<file path="config.mk">
export PLATFORM = sky130hd
export DESIGN_NAME = fesc_ctrl
export DESIGN_NICKNAME = d
export VERILOG_FILES = /design/src/rtl/fesc_pkg.sv /design/src/rtl/fesc_ctrl.sv
export SDC_FILE = /design/constraint.sdc
export NUM_CORES = 1
export LEC_CHECK = 0
export BUFFER_PORTS_ARGS = -buffer_cell sky130_fd_sc_hd__buf_2
export CAP_MARGIN = 20
export CORE_MARGIN = 10
export CORE_UTILIZATION = 61
export CTS_CLUSTER_SIZE = 40
export DETAILED_ROUTE_END_ITERATION = 16
export GPL_ROUTABILITY_DRIVEN = 0
export PLACE_DENSITY = 0.87
export SKIP_CTS_REPAIR_TIMING = 1
export SLEW_MARGIN = 20
export SYNTH_ARGS = -nofsm -noshare
export SYNTH_HDL_FRONTEND = slang
export SYNTH_SLANG_ARGS = --single-unit
</file>
<file path="constraint.sdc">
create_clock -name clk_i -period 19.3 [get_ports clk_i]
set_input_delay 0 -clock clk_i [delete_from_list [all_inputs] [get_ports clk_i]]
set_output_delay 0 -clock clk_i [all_outputs]
set_load 0.01 [all_outputs]
</file>
<file path="src/rtl/fesc_pkg.sv">
// Constants, types and register map of the flash erase/program sequencer
package fesc_pkg;

  // ***********************************************
  // Widths of the parallel flash bus
  // ***********************************************
  localparam int ADDR_W = 20;
  localparam int DATA_W = 16;

  // ***********************************************
  // Register map (byte offsets on AXI4-Lite)
  // ***********************************************
  localparam logic [7:0] REG_CTRL     = 8'h00;
  localparam logic [7:0] REG_ADDR     = 8'h04;
  localparam logic [7:0] REG_WDATA    = 8'h08;
  localparam logic [7:0] REG_STATUS   = 8'h0c;
  localparam logic [7:0] REG_RDATA    = 8'h10;
  localparam logic [7:0] REG_IRQ_STAT = 8'h14;
  localparam logic [7:0] REG_IRQ_EN   = 8'h18;
  localparam logic [7:0] REG_IRQ_CLR  = 8'h1c;

  // Control register fields
  localparam int CTRL_OP_LSB = 0;
  localparam int CTRL_TOG    = 2;
  localparam int CTRL_CS     = 3;
  localparam int CTRL_GO     = 4;
  localparam int CTRL_W      = 4;
  localparam logic [CTRL_W-1:0] CTRL_RST = 4'h0;

  // Status register fields
  localparam int STAT_BUSY = 0;
  localparam int STAT_RB   = 1;

  // Interrupt bits
  localparam int IRQ_DONE = 0;
  localparam int IRQ_RB   = 1;
  localparam int IRQ_W    = 2;

  localparam logic [1:0] RESP_OKAY   = 2'b00;
  localparam logic [1:0] RESP_SLVERR = 2'b10;

  // ***********************************************
  // Flash command set
  // ***********************************************
  localparam logic [ADDR_W-1:0] ADR_UNLOCK1 = 20'h00555;
  localparam logic [ADDR_W-1:0] ADR_UNLOCK2 = 20'h002aa;
  localparam logic [DATA_W-1:0] CMD_UNLOCK1 = 16'h00aa;
  localparam logic [DATA_W-1:0] CMD_UNLOCK2 = 16'h0055;
  localparam logic [DATA_W-1:0] CMD_PROG    = 16'h00a0;
  localparam logic [DATA_W-1:0] CMD_ERASE   = 16'h0080;
  localparam logic [DATA_W-1:0] CMD_CHIP_GO = 16'h0010;
  localparam logic [DATA_W-1:0] CMD_SECT_GO = 16'h0030;
  localparam int SECT_LSB        = 12;
  localparam int POL_BIT         = 7;
  localparam int TOG_BIT         = 6;
  localparam logic [2:0] LAST_PROG_STEP  = 3'h3;
  localparam logic [2:0] LAST_ERASE_STEP = 3'h5;

  // ***********************************************
  // Timing
  // ***********************************************
  localparam int CLK_NS        = 100;
  localparam int T_ACC_NS      = 70;
  localparam int SYNC_STAGES   = 2;
  localparam int RD_WAIT_CYC   = (T_ACC_NS + CLK_NS - 1) / CLK_NS + SYNC_STAGES;
  localparam int SECT_LOAD_US  = 50;
  localparam int SECT_LOAD_CYC = (SECT_LOAD_US * 1000) / CLK_NS;

  typedef enum logic [1:0] {
    OP_READ = 2'b00,
    OP_PROG = 2'b01,
    OP_CHIP = 2'b10,
    OP_SECT = 2'b11
  } fesc_op_t;

  typedef enum logic [2:0] {
    S_IDLE    = 3'b000,
    S_WR_LOW  = 3'b001,
    S_WR_HIGH = 3'b010,
    S_RD      = 3'b011,
    S_CHECK   = 3'b100
  } fesc_state_t;

  // Flash pins driven by the controller
  typedef struct packed {
    logic [ADDR_W-1:0] addr;
    logic [DATA_W-1:0] dout;
    logic              dout_oe;
    logic              ce_n;
    logic              oe_n;
    logic              we_n;
  } fesc_pins_t;

  // One bus write cycle of a command
  typedef struct packed {
    logic [ADDR_W-1:0] addr;
    logic [DATA_W-1:0] data;
  } fesc_cyc_t;

endpackage

</file>
<file path="src/rtl/fesc_ctrl.sv">
// Host controller driving a parallel NOR flash's embedded program and erase
//
// Added by the designer: the address map and the AXI4-Lite slave port.
`timescale 1ns/1ps
`default_nettype none

// Functional notes
// - Host detects completion by polarity or toggle.
// - Host waits for completion before array access.
// - Further sector address within 50 microseconds.
// - Chip erase ends 55h@2AAh then 10h@555h.
// - Chip select may strobe writes, write low.
module fesc_ctrl
  import fesc_pkg::*;
#(
  parameter int READ_WAIT = RD_WAIT_CYC
) (
  // Clock and reset
  input  wire logic        clk_i,
  input  wire logic        reset_i,
  // AXI4-Lite slave
  input  wire logic        s_axi_awvalid_i,
  output logic             s_axi_awready_o,
  input  wire logic [7:0]  s_axi_awaddr_i,
  input  wire logic        s_axi_wvalid_i,
  output logic             s_axi_wready_o,
  input  wire logic [31:0] s_axi_wdata_i,
  input  wire logic [3:0]  s_axi_wstrb_i,
  output logic             s_axi_bvalid_o,
  input  wire logic        s_axi_bready_i,
  output logic [1:0]       s_axi_bresp_o,
  input  wire logic        s_axi_arvalid_i,
  output logic             s_axi_arready_o,
  input  wire logic [7:0]  s_axi_araddr_i,
  output logic             s_axi_rvalid_o,
  input  wire logic        s_axi_rready_i,
  output logic [31:0]      s_axi_rdata_o,
  output logic [1:0]       s_axi_rresp_o,
  // Flash pins
  output fesc_pins_t       pins_o,
  input  wire logic [15:0] flash_dq_i,
  input  wire logic        ready_busy_out_n_i,
  // Interrupt
  output logic             irq_o
);

  localparam int WAIT_W   = 4;
  localparam int READ_LAT = READ_WAIT + 1;

  // The wait counter must cover access plus sync, and must not wrap
  if (READ_WAIT < RD_WAIT_CYC || READ_WAIT > (1 << WAIT_W)) begin : g_read_wait_chk
    $error("READ_WAIT out of range for access plus sync");
  end

  // ***********************************************
  // Pin synchronisers
  // ***********************************************
  logic [DATA_W-1:0] dq_s1_r, dq_s2_r;
  logic              rb_s1_r, rb_s2_r, rb_s3_r;

  // Two stages before any logic sees the asynchronous pins
  always_ff @(posedge clk_i or posedge reset_i) begin
    if (reset_i) begin
      dq_s1_r <= '0;
      dq_s2_r <= '0;
      // Ready is the idle level of the pin, so no false rising edge follows reset
      rb_s1_r <= 1'b1;
      rb_s2_r <= 1'b1;
      rb_s3_r <= 1'b1;
    end else begin
      dq_s1_r <= flash_dq_i;
      dq_s2_r <= dq_s1_r;
      rb_s1_r <= ready_busy_out_n_i;
      rb_s2_r <= rb_s1_r;
      rb_s3_r <= rb_s2_r;
    end
  end

  // ***********************************************
  // AXI4-Lite slave and registers
  // ***********************************************
  logic              wr_go, rd_go, start_p, done_p, busy;
  logic              bvalid_r, bvalid_nxt, rvalid_r, rvalid_nxt;
  logic [1:0]        bresp_r, bresp_nxt, rresp_r, rresp_nxt;
  logic [31:0]       rdata_r, rdata_nxt, wmask;
  logic [CTRL_W-1:0] ctrl_r, ctrl_nxt;
  logic [31:0]       addr_r, addr_nxt, wdat_r, wdat_nxt;
  logic [IRQ_W-1:0]  irq_stat_r, irq_stat_nxt, irq_en_r, irq_en_nxt, irq_set, irq_clr;
  logic [DATA_W-1:0] rd_r;

  // Both address and data must be present; one write in flight at a time
  assign wr_go           = s_axi_awvalid_i && s_axi_wvalid_i && !bvalid_r;
  assign rd_go           = s_axi_arvalid_i && !rvalid_r;
  assign s_axi_awready_o = wr_go;
  assign s_axi_wready_o  = wr_go;
  assign s_axi_arready_o = rd_go;
  assign s_axi_bvalid_o  = bvalid_r;
  assign s_axi_bresp_o   = bresp_r;
  assign s_axi_rvalid_o  = rvalid_r;
  assign s_axi_rdata_o   = rdata_r;
  assign s_axi_rresp_o   = rresp_r;
  assign wmask = {{8{s_axi_wstrb_i[3]}}, {8{s_axi_wstrb_i[2]}},
                  {8{s_axi_wstrb_i[1]}}, {8{s_axi_wstrb_i[0]}}};
  // Start is refused while an algorithm runs, so no array access interrupts it
  assign start_p = wr_go && s_axi_awaddr_i == REG_CTRL && s_axi_wstrb_i[0]
                   && s_axi_wdata_i[CTRL_GO] && !busy;
  assign irq_set = {rb_s2_r && !rb_s3_r, done_p};
  assign irq_clr = (wr_go && s_axi_awaddr_i == REG_IRQ_CLR) ?
                   s_axi_wdata_i[IRQ_W-1:0] : '0;
  assign irq_o   = |(irq_stat_r & irq_en_r);

  // Register decode, response generation and sticky interrupt status
  always_comb begin
    bvalid_nxt   = bvalid_r && !s_axi_bready_i;
    bresp_nxt    = bresp_r;
    rvalid_nxt   = rvalid_r && !s_axi_rready_i;
    rresp_nxt    = rresp_r;
    rdata_nxt    = rdata_r;
    ctrl_nxt     = ctrl_r;
    addr_nxt     = addr_r;
    wdat_nxt     = wdat_r;
    irq_en_nxt   = irq_en_r;
    // Set wins over a clear in the same cycle
    irq_stat_nxt = (irq_stat_r & ~irq_clr) | irq_set;
    if (wr_go) begin
      bvalid_nxt = 1'b1;
      bresp_nxt  = RESP_OKAY;
      case (s_axi_awaddr_i)
        REG_CTRL:    ctrl_nxt   = (ctrl_r & ~wmask[CTRL_W-1:0]) |
                                  (s_axi_wdata_i[CTRL_W-1:0] & wmask[CTRL_W-1:0]);
        REG_ADDR:    addr_nxt   = (addr_r & ~wmask) | (s_axi_wdata_i & wmask);
        REG_WDATA:   wdat_nxt   = (wdat_r & ~wmask) | (s_axi_wdata_i & wmask);
        REG_IRQ_EN:  irq_en_nxt = s_axi_wdata_i[IRQ_W-1:0];
        REG_IRQ_CLR: bresp_nxt  = RESP_OKAY;
        default:     bresp_nxt  = RESP_SLVERR;
      endcase
    end
    if (rd_go) begin
      rvalid_nxt = 1'b1;
      rresp_nxt  = RESP_OKAY;
      rdata_nxt  = '0;
      case (s_axi_araddr_i)
        REG_CTRL:     rdata_nxt[CTRL_W-1:0] = ctrl_r;
        REG_ADDR:     rdata_nxt = addr_r;
        REG_WDATA:    rdata_nxt = wdat_r;
        REG_STATUS:   rdata_nxt[STAT_RB:STAT_BUSY] = {rb_s2_r, busy};
        REG_RDATA:    rdata_nxt[DATA_W-1:0] = rd_r;
        REG_IRQ_STAT: rdata_nxt[IRQ_W-1:0] = irq_stat_r;
        REG_IRQ_EN:   rdata_nxt[IRQ_W-1:0] = irq_en_r;
        default:      rresp_nxt = RESP_SLVERR;
      endcase
    end
  end

  // Bus and register state
  always_ff @(posedge clk_i or posedge reset_i) begin
    if (reset_i) begin
      bvalid_r   <= 1'b0;
      bresp_r    <= RESP_OKAY;
      rvalid_r   <= 1'b0;
      rresp_r    <= RESP_OKAY;
      rdata_r    <= '0;
      ctrl_r     <= CTRL_RST;
      addr_r     <= '0;
      wdat_r     <= '0;
      irq_stat_r <= '0;
      irq_en_r   <= '0;
    end else begin
      bvalid_r   <= bvalid_nxt;
      bresp_r    <= bresp_nxt;
      rvalid_r   <= rvalid_nxt;
      rresp_r    <= rresp_nxt;
      rdata_r    <= rdata_nxt;
      ctrl_r     <= ctrl_nxt;
      addr_r     <= addr_nxt;
      wdat_r     <= wdat_nxt;
      irq_stat_r <= irq_stat_nxt;
      irq_en_r   <= irq_en_nxt;
    end
  end

  // ***********************************************
  // Command sequencer
  // ***********************************************
  fesc_state_t       st_r, st_nxt;
  fesc_op_t          op_r, op_nxt;
  logic              tog_r, tog_nxt, cs_r, cs_nxt, have_prev_r, have_prev_nxt;
  logic [2:0]        step_r, step_nxt;
  logic [WAIT_W-1:0] wait_r, wait_nxt;
  logic [DATA_W-1:0] rd_nxt, prev_r, prev_nxt;
  logic [ADDR_W-1:0] op_addr_r, op_addr_nxt;
  logic [DATA_W-1:0] op_data_r, op_data_nxt;
  fesc_pins_t        pins_r, pins_nxt;
  fesc_cyc_t         cyc;
  logic [2:0]        last_step;
  logic              expect_pol;

  // Address/data of each command write
  function automatic fesc_cyc_t cmd_cycle(input fesc_op_t op, input logic [2:0] step,
                                          input logic [ADDR_W-1:0] a,
                                          input logic [DATA_W-1:0] d);
    fesc_cyc_t c;
    c = '{addr: ADR_UNLOCK1, data: CMD_UNLOCK1};
    case (step)
      3'h1, 3'h4: c = '{addr: ADR_UNLOCK2, data: CMD_UNLOCK2};
      3'h2:       c.data = (op == OP_PROG) ? CMD_PROG : CMD_ERASE;
      3'h3:       if (op == OP_PROG) c = '{addr: a, data: d};
      3'h5: begin
        // Sector picked by A12 and up; lower bits cleared
        if (op == OP_SECT) c = '{addr: {a[ADDR_W-1:SECT_LSB], {SECT_LSB{1'b0}}},
                                 data: CMD_SECT_GO};
        else c.data = CMD_CHIP_GO;
      end
      default: c = '{addr: ADR_UNLOCK1, data: CMD_UNLOCK1};
    endcase
    return c;
  endfunction

  assign busy      = (st_r != S_IDLE);
  assign pins_o    = pins_r;
  assign last_step = (op_r == OP_PROG) ? LAST_PROG_STEP : LAST_ERASE_STEP;
  // Program finishes showing true bit 7; erase finishes reading 1
  assign expect_pol = (op_r == OP_PROG) ? op_data_r[POL_BIT] : 1'b1;

  // Next state of the write/poll sequence
  always_comb begin
    st_nxt        = st_r;
    op_nxt        = op_r;
    tog_nxt       = tog_r;
    cs_nxt        = cs_r;
    step_nxt      = step_r;
    wait_nxt      = wait_r;
    rd_nxt        = rd_r;
    prev_nxt      = prev_r;
    have_prev_nxt = have_prev_r;
    op_addr_nxt   = op_addr_r;
    op_data_nxt   = op_data_r;
    pins_nxt      = pins_r;
    done_p        = 1'b0;
    case (st_r)
      S_IDLE: begin
        if (start_p) begin
          op_nxt        = fesc_op_t'(s_axi_wdata_i[CTRL_OP_LSB +: 2]);
          tog_nxt       = s_axi_wdata_i[CTRL_TOG];
          cs_nxt        = s_axi_wdata_i[CTRL_CS];
          op_addr_nxt   = addr_r[ADDR_W-1:0];
          op_data_nxt   = wdat_r[DATA_W-1:0];
          have_prev_nxt = 1'b0;
          wait_nxt      = '0;
          step_nxt      = '0;
          pins_nxt.addr = addr_r[ADDR_W-1:0];
          if (s_axi_wdata_i[CTRL_OP_LSB +: 2] == OP_READ) begin
            st_nxt        = S_RD;
            pins_nxt.ce_n = 1'b0;
            pins_nxt.oe_n = 1'b0;
          end else begin
            st_nxt = S_WR_LOW;
          end
        end
      end
      S_WR_LOW: begin
        st_nxt = S_WR_HIGH;
        if (cs_r) pins_nxt.ce_n = 1'b1;
        else pins_nxt.we_n = 1'b1;
      end
      S_WR_HIGH: begin
        if (step_r == last_step) begin
          // Command issued: poll the target address for status
          st_nxt        = S_RD;
          wait_nxt      = '0;
          pins_nxt      = '{addr: op_addr_r, dout: '0, dout_oe: 1'b0,
                            ce_n: 1'b0, oe_n: 1'b0, we_n: 1'b1};
        end else begin
          st_nxt   = S_WR_LOW;
          step_nxt = step_r + 3'h1;
        end
      end
      S_RD: begin
        wait_nxt = wait_r + WAIT_W'(1);
        if (wait_r == WAIT_W'(READ_WAIT - 1)) begin
          rd_nxt        = dq_s2_r;
          pins_nxt.ce_n = 1'b1;
          pins_nxt.oe_n = 1'b1;
          st_nxt        = S_CHECK;
        end
      end
      S_CHECK: begin
        prev_nxt      = rd_r;
        have_prev_nxt = 1'b1;
        wait_nxt      = '0;
        // Polarity bit or a stalled toggle bit ends the poll
        if (op_r == OP_READ || (!tog_r && rd_r[POL_BIT] == expect_pol) ||
            (tog_r && have_prev_r && rd_r[TOG_BIT] == prev_r[TOG_BIT])) begin
          st_nxt = S_IDLE;
          done_p = 1'b1;
        end else begin
          st_nxt        = S_RD;
          pins_nxt.ce_n = 1'b0;
          pins_nxt.oe_n = 1'b0;
        end
      end
      default: st_nxt = S_IDLE;
    endcase
    // Every command write drives its cycle with the strobes low
    cyc = cmd_cycle(op_nxt, step_nxt, op_addr_nxt, op_data_nxt);
    if (st_nxt == S_WR_LOW) begin
      pins_nxt = '{addr: cyc.addr, dout: cyc.data, dout_oe: 1'b1,
                   ce_n: 1'b0, oe_n: 1'b1, we_n: 1'b0};
    end
  end

  // Sequencer state
  always_ff @(posedge clk_i or posedge reset_i) begin
    if (reset_i) begin
      st_r        <= S_IDLE;
      op_r        <= OP_READ;
      tog_r       <= 1'b0;
      cs_r        <= 1'b0;
      step_r      <= '0;
      wait_r      <= '0;
      rd_r        <= '0;
      prev_r      <= '0;
      have_prev_r <= 1'b0;
      op_addr_r   <= '0;
      op_data_r   <= '0;
      pins_r      <= '{addr: '0, dout: '0, dout_oe: 1'b0, ce_n: 1'b1, oe_n: 1'b1, we_n: 1'b1};
    end else begin
      st_r        <= st_nxt;
      op_r        <= op_nxt;
      tog_r       <= tog_nxt;
      cs_r        <= cs_nxt;
      step_r      <= step_nxt;
      wait_r      <= wait_nxt;
      rd_r        <= rd_nxt;
      prev_r      <= prev_nxt;
      have_prev_r <= have_prev_nxt;
      op_addr_r   <= op_addr_nxt;
      op_data_r   <= op_data_nxt;
      pins_r      <= pins_nxt;
    end
  end

  // ***********************************************
  // Assertions
  // ***********************************************
  fesc_cyc_t last_wr_r;
  logic [9:0] gap_r;

  // Helper: previous command write and cycles since it
  always_ff @(posedge clk_i or posedge reset_i) begin
    if (reset_i) begin
      last_wr_r <= '0;
      gap_r     <= '0;
    end else if (st_r == S_WR_LOW) begin
      last_wr_r <= '{addr: pins_r.addr, data: pins_r.dout};
      gap_r     <= 10'h001;
    end else if (gap_r != 10'h3ff) begin
      gap_r     <= gap_r + 10'h001;
    end
  end
endmodule // fesc_ctrl

`default_nettype wire

</file>
==> impl_metrics.json, run 1 <==
{
  "grt_pass1_vias": 8262,
  "drive_above_1_share_pct": 26.63,
  "n_antenna_cell": 0,
  "syn_avg_cell_area_um2": 11.15,
  "htree_levels": 1,
  "cp.required_ns": 19.75,
  "via_per_inst": 6.267,
  "fmax_mhz": 293.4,
  "grtUsageMet1_pct": 32.59,
  "die_x_um": 151.0,
  "worstMarginPinSlew_ns": 0.9588,
  "met3_usage_pct": 6.086,
  "dp_hpwl_um": 19160,
  "grt_max_degree": 92,
  "yosysSeqAreaShare_pct": 60.11,
  "cts_inserted_buffers": 25,
  "io_pins": 158,
  "vias": 8674,
  "yosys.area_share.simple_pct": 14.06,
  "nNetsFinal": 1226,
  "min_period_ns": 3.409,
  "start_util_pct": 62.65,
  "ant_nets": 0,
  "synth_mux_area_share_pct": 8.718,
  "finalSetupTns_ns": 0,
  "hp-class": "in2reg",
  "insertion_delay_ns": 0.53,
  "area_growth_pct": 22.79,
  "synth_edf_count": 0,
  "finClkSkew_ns": 0.01382,
  "cts_buffer_depth": 3,
  "startpoint_type": "register",
  "yosysMostFrequentCell": "dfrtp_1",
  "drt_iter0_markers": 1101,
  "synth_area_mm2": 0.01046,
  "clockRootBuffer": "clkbuf_16",
  "tritoncts": "done",
  "slew_viol_final": 0,
  "antenna_found_initial": 0,
  "synth_top_cell_by_area": "dfrtp_1",
  "detail_route.wl_per_cell_um": 22.14,
  "met2_usage_pct": 37.51,
  "drc": 0,
  "die_h_um": 151.0,
  "hold_viol_final": 0,
  "final_cell_count_no_fill": 1384,
  "power.total_w": 0.001319,
  "path_max_fanout": 28,
  "synth_warnings": 0,
  "outcome": "complete, no violations",
  "portBuffers": 155,
  "cp.arrival_ns": 3.86,
  "path_clk_slew_ns": 0.07,
  "grt.overflow.total": 0,
  "rsz0062_at_grt": "no",
  "first_pass_iters": 6,
  "final_util_pct": 76.93,
  "fin_crit_sh_pct": 17.66,
  "drv_cap": 0,
  "dieArea_mm2": 0.02279,
  "row_count": 47,
  "synth_fa_ha_area_share_pct": 0.4544,
  "ys_async_sr_fraction_pct": 100.0,
  "placed_cells": 1281,
  "power_density_mw_per_mm2": 102.7,
  "power.leakage_nw": 6.356,
  "finalSetupViolCount": 0,
  "grt_pass1_wl_um": 44320,
  "ys_top_cells_by_count": "245 x dfrtp_1, 211 x nand2_1, 71 x mux2_2",
  "relSlewSlack_pct": 35.59,
  "irDropWorstVdd_mv": 0.08026,
  "core-area_mm2": 0.01670,
  "synth_compound_area_share_pct": 13.56,
  "drt_wl_total_um": 30650,
  "synth_ff_type": "dfrtp_1",
  "worstSetupEndpointType": "register",
  "final_cell_area_mm2": 0.01285,
  "grt_busiest_layer": "met2",
  "synth_area_leaders": "dfrtp_1 59%, mux2_2 7.6%, nand2_1 7.6%, o21ai_0 2.8%, nor2_1 2.2%",
  "synth_top_family_by_area": "simple AND/OR/NAND/NOR gates",
  "yosys.area.top_type_share_pct": 58.60,
  "cts.sinks": 251,
  "grt.total_usage_pct": 24.19,
  "critical_path_class": "reg2reg",
  "synthCells": 938,
  "place_area_mm2": 0.01143,
  "ys_ff_latch": 251,
  "synth-xor-area-share_pct": 0.08371,
  "yosys.cell_types.count": 73
}
-- layout by cell type (no fill, tap or decap), types with 7 or more instances in the layout --
cell             n
dlygate4sd3_1   59
dfrtp_1        245
nor2_1          62
a21oi_1         13
o221ai_1         8
a32o_1           9
nand3_1          9
mux2i_1          9
o21ai_0         58
buf_4           14
clkbuf_16       25
a22oi_1          9
nor3_1           7
a222oi_1        12
a31oi_1         13
nand2_1        211
mux2_2          71
buf_2          155
inv_1           20
a221oi_1        24
-- worst max-delay path, stage by stage, from the launching register on --
cell	delay [ns]
dfrtp_1	0.50
nor4b_1	0.49
and4b_1	0.27
buf_4	0.34
mux2i_1	0.13
buf_4	0.21
nor3_2	0.63
buf_4	0.32
o21ai_1	0.20
o22ai_1	0.23
-- cell type report --
| class | count | area, µm² |
|---|---|---|
| flip-flops and latches | 251 | 6289 |
| inverters | 25 | 103.9 |
| fillers | 971 | 3854 |
| multi-input cells | 615 | 3879 |
| clock inverters | 8 | 91.34 |
| clock buffers | 36 | 726.9 |
| well taps | 220 | 275.3 |
| repair buffers | 229 | 1483 |
-- through the flow --
step	hold WS [ns]	worst slack, ns
4_1_cts	-0.4461	15.97
2_1_floorplan	0.004478	12.41
3_5_place_dp	0.1062	15.99
3_3_place_gp	0.1070	16.19
6_report	0.02190	15.89
5_1_grt	0.03225	15.61
-- cells by family after synthesis --
family	Yosys count
fa+ha+maj	4
other cells	1
simple gates	335
xor+xnor	1
compound gates	192
mux	81
buf+inv	73
flops	251
-- report_power, final --
| group | internal (W) | switching, W |
|---|---|---|
| registers | 0.000574 | 0.0000329 |
| logic | 0.0000917 | 0.000135 |
| clock network | 0.000277 | 0.000208 |
-- worst paths after layout --
kind,from,to,slack (ns),depth (start not counted)
max in group asynchronous,reset_i,op_data_r[0]$_DFF_PP0_,17.79,4
max,st_r[0]$_DFF_PP0_,pins_o[29]$_DFFE_PP0P_,15.89,9
min reg2reg,dq_s1_r[15]$_DFF_PP0_,dq_s2_r[15]$_DFF_PP0_,0.34,0
max reg2reg,st_r[0]$_DFF_PP0_,pins_o[29]$_DFFE_PP0P_,15.89,9
min,s_axi_araddr_i[2],s_axi_rdata_o[1]$_DFFE_PP0P_,0.02,3
min in group asynchronous,reset_i,dq_s2_r[6]$_DFF_PP0_,0.12,3
-- per-layer routing --
layer / routed length [µm] / vias up
li1: - / 3745
met1: 11520 / 4270
met2: 14630 / 564
met3: 3288 / 95
met4: 1213 / 0
met5: 0 / -
No activity file was read; power rests on OpenSTA's default activity.
==> run 2, diff against run 1 <==
- ABC_AREA: default -> 1
- CORE_UTILIZATION: 61 -> 51
- PLACE_DENSITY: 0.87 -> 0.77
- clock period: 19.3 -> 3.06 ns (I/O delays scaled with it)
==> run 2 against run 1 <==
Net effect:
- cell count is 24% higher
- critical endpoint is now pins_o[37]$_DFFE_PP0P_
- largest cell class unchanged
- flip-flop and latch count stayed put
- setup slack worse by 15 ns
- the run now ends with hold timing left
==> impl_metrics.json, run 2 <==
{
  "tritoncts": "done",
  "cts_buffer_depth": 3,
  "insertion_delay_ns": 0.53,
  "cp.arrival_ns": 3.08,
  "hp-start": "s_axi_awaddr_i[2]",
  "cp_common_cell": "nand2_1",
  "outcome": "complete, but fails checks",
  "worstPathBufferInverterCount": 2,
  "cp_slowest_stage_delay_ns": 0.41,
  "portBuffers": 155,
  "r2r-start": "st_r[0]$_DFF_PP0_",
  "min_delay_path_depth": 4,
  "worstMarginPinSlew_ns": 0.8210,
  "synth_top_cell_by_area": "dfrtp_1",
  "via_per_inst": 5.308,
  "relSlewSlack_pct": 44.81,
  "hold_path_end": "irq_en_r[0]$_DFFE_PP0P_",
  "ys_top_cells_by_count": "359 x nand2_1, 245 x dfrtp_1, 149 x o21ai_0",
  "drc": 0,
  "yosysMostFrequentCell": "nand2_1",
  "critical-path-slowest-cell": "dfrtp_1",
  "irDropWorstVdd_mv": 0.5507,
  "drt_wl_total_um": 29470,
  "grt_pass1_vias": 8675,
  "hp-class": "in2reg",
  "yosys.area.top_type_share_pct": 57.36,
  "path_max_fanout": 17,
  "rsz0062_at_grt": "no",
  "worstSetupEndpointType": "register",
  "dieArea_mm2": 0.02715,
  "ys_async_sr_fraction_pct": 100.0,
  "core-area_mm2": 0.02043,
  "slew_viol_final": 0,
  "die_x_um": 164.8,
  "violations": "hold timing",
  "grt.total_usage_pct": 20.70,
  "r2r-end": "pins_o[37]$_DFFE_PP0P_",
  "die_h_um": 164.8,
  "vias": 9124,
  "drive_above_1_share_pct": 17.84,
  "final_common_cell": "nand2_1",
  "row_count": 52,
  "area_growth_pct": 23.64,
  "critical_path_class": "reg2reg",
  "cts_inserted_buffers": 25,
  "detail_route.wl_per_cell_um": 17.15,
  "synth_ff_type": "dfrtp_1",
  "synthCells": 1220,
  "reg2regPathDepth": 12,
  "reg2reg_slack_ns": 0.43,
  "drv_cap": 0,
  "final_util_pct": 64.69,
  "start_util_pct": 52.32,
  "crit_family": "simple AND/OR/NAND/NOR gates",
  "ys_ff_latch": 251,
  "synth_area_mm2": 0.01069,
  "yosysSeqAreaShare_pct": 58.83,
  "finalSetupViolCount": 0,
  "finClkSkew_ns": 0.01190,
  "cts.sinks": 251,
  "first_pass_iters": 5,
  "synth_warnings": 0,
  "antenna_found_initial": 1,
  "syn_avg_cell_area_um2": 8.761,
  "cp_cell_sequence": "inv_2, nand2_2, nor2_2, nand4_4, o21ai_2, nand2_1, buf_4, nor2_4, nand2_1, nand2_1, nand3_1, a21oi_1",
  "fmax_mhz": 379.8,
  "ant_nets": 0,
  "clockRootBuffer": "clkbuf_16",
  "whs_ns": -0.07283,
  "synth_edf_count": 0,
  "grt_max_degree": 58,
  "min_period_ns": 2.633,
  "dp_hpwl_um": 20150,
  "power.leakage_nw": 6.562,
  "hold_viol_final": 5,
  "grt.overflow.total": 0,
  "synth_area_leaders": "dfrtp_1 57%, nand2_1 13%, o21ai_0 7.0%, inv_1 3.8%, a21oi_1 3.5%",
  "nNetsFinal": 1508,
  "startpoint_type": "register",
  "cp.required_ns": 3.51,
  "drt_iter0_markers": 768,
  "power_density_mw_per_mm2": 736.1,
  "io_pins": 158,
  "fin_crit_sh_pct": 86.04,
  "htree_levels": 1,
  "path_clk_slew_ns": 0.07,
  "mostFrequentLayoutCells": "359 x nand2_1, 245 x dfrtp_1, 155 x buf_2, 149 x o21ai_0, 107 x inv_1",
  "grt_pass1_wl_um": 45590,
  "yosys.cell_types.count": 47
}
-- run 2: cell count changes after synthesis, sizes merged, moves of 9 or more --
cell / delta
a31oi: -12
a32o: -9
mux2i: -9
a22oi: -10
a21oi: +63
nor2: +12
o21ai: +119
a222oi: -12
mux2: -71
a221oi: -19
nand2: +153
nand3: +48
inv: +96
-- run 2: cells by family after synthesis --
group	share of synthesized area, %
AND/OR/NAND/NOR	20.25
adder cells (fa/ha/maj)	0.3512
buffers and inverters	6.286
flip-flops	58.83
XOR/XNOR	0.3278
AO/OA/AOI/OAI	13.92
other	0.03508
-- run 2: per-stage QoR --
step                power, W  TNS (ns)  std cells  setup slack [ns]  area, µm²
floorplan           0.005718    -58.01       1221           -0.2368      10700
global placement    0.006467         0       1614            0.5270      11770
detailed placement  0.006532         0       1614            0.4525      11770
CTS                 0.009711         0       1658            0.4275      12620
global route         0.01027         0       1717            0.1958      13210
finish              0.009729         0       1719            0.4270      13220
-- run 2: report_power, final --
part           switching [W]  internal (W)
Combinational        0.00165      0.000859
Clock                0.00127       0.00190
Sequential          0.000270       0.00378
-- run 2: layer usage --
metal  track usage [%]  wire length, µm  up-vias
met5                 0                0        -
met4             6.119              814        0
met3             3.659             2180       61
met2             32.85            14070      375
met1             28.58            12410     4327
li1                  -                -     4361
-- run 2: how the worst max path moves through the flow --
| stage | start | end | slack, ns | depth (start not counted) |
|---|---|---|---|---|
| CTS | st_r[0]$_DFF_PP0_ | pins_o[37]$_DFFE_PP0P_ | 0.43 | 12 |
| global placement | st_r[0]$_DFF_PP0_ | pins_o[4]$_DFFE_PP0P_ | 0.53 | 11 |
| floorplan | reset_i | asynchronous set/reset pin | -0.24 | 1 |
| detailed placement | st_r[0]$_DFF_PP0_ | pins_o[37]$_DFFE_PP0P_ | 0.45 | 12 |
| global route | st_r[0]$_DFF_PP0_ | pins_o[37]$_DFFE_PP0P_ | 0.20 | 12 |
| finish | st_r[0]$_DFF_PP0_ | pins_o[37]$_DFFE_PP0P_ | 0.43 | 12 |
-- run 2: area by class of cell --
class	count	area, µm²
clock buffers	36	726.9
inverters	120	454.2
fillers	1635	7213
repair buffers	230	1544
multi-input cells	801	3732
well taps	270	337.8
flip-flops and latches	251	6289
clock inverters	8	125.1
diodes	3	7.507
-- run 2: worst register-to-register path, cell delays in order (launching register included) --
cell,delay (ns)
dfrtp_1,0.41
inv_2,0.09
nand2_2,0.09
nor2_2,0.23
nand4_4,0.32
o21ai_2,0.27
nand2_1,0.14
buf_4,0.19
nor2_4,0.17
nand2_1,0.10
nand2_1,0.29
nand3_1,0.12
a21oi_1,0.15
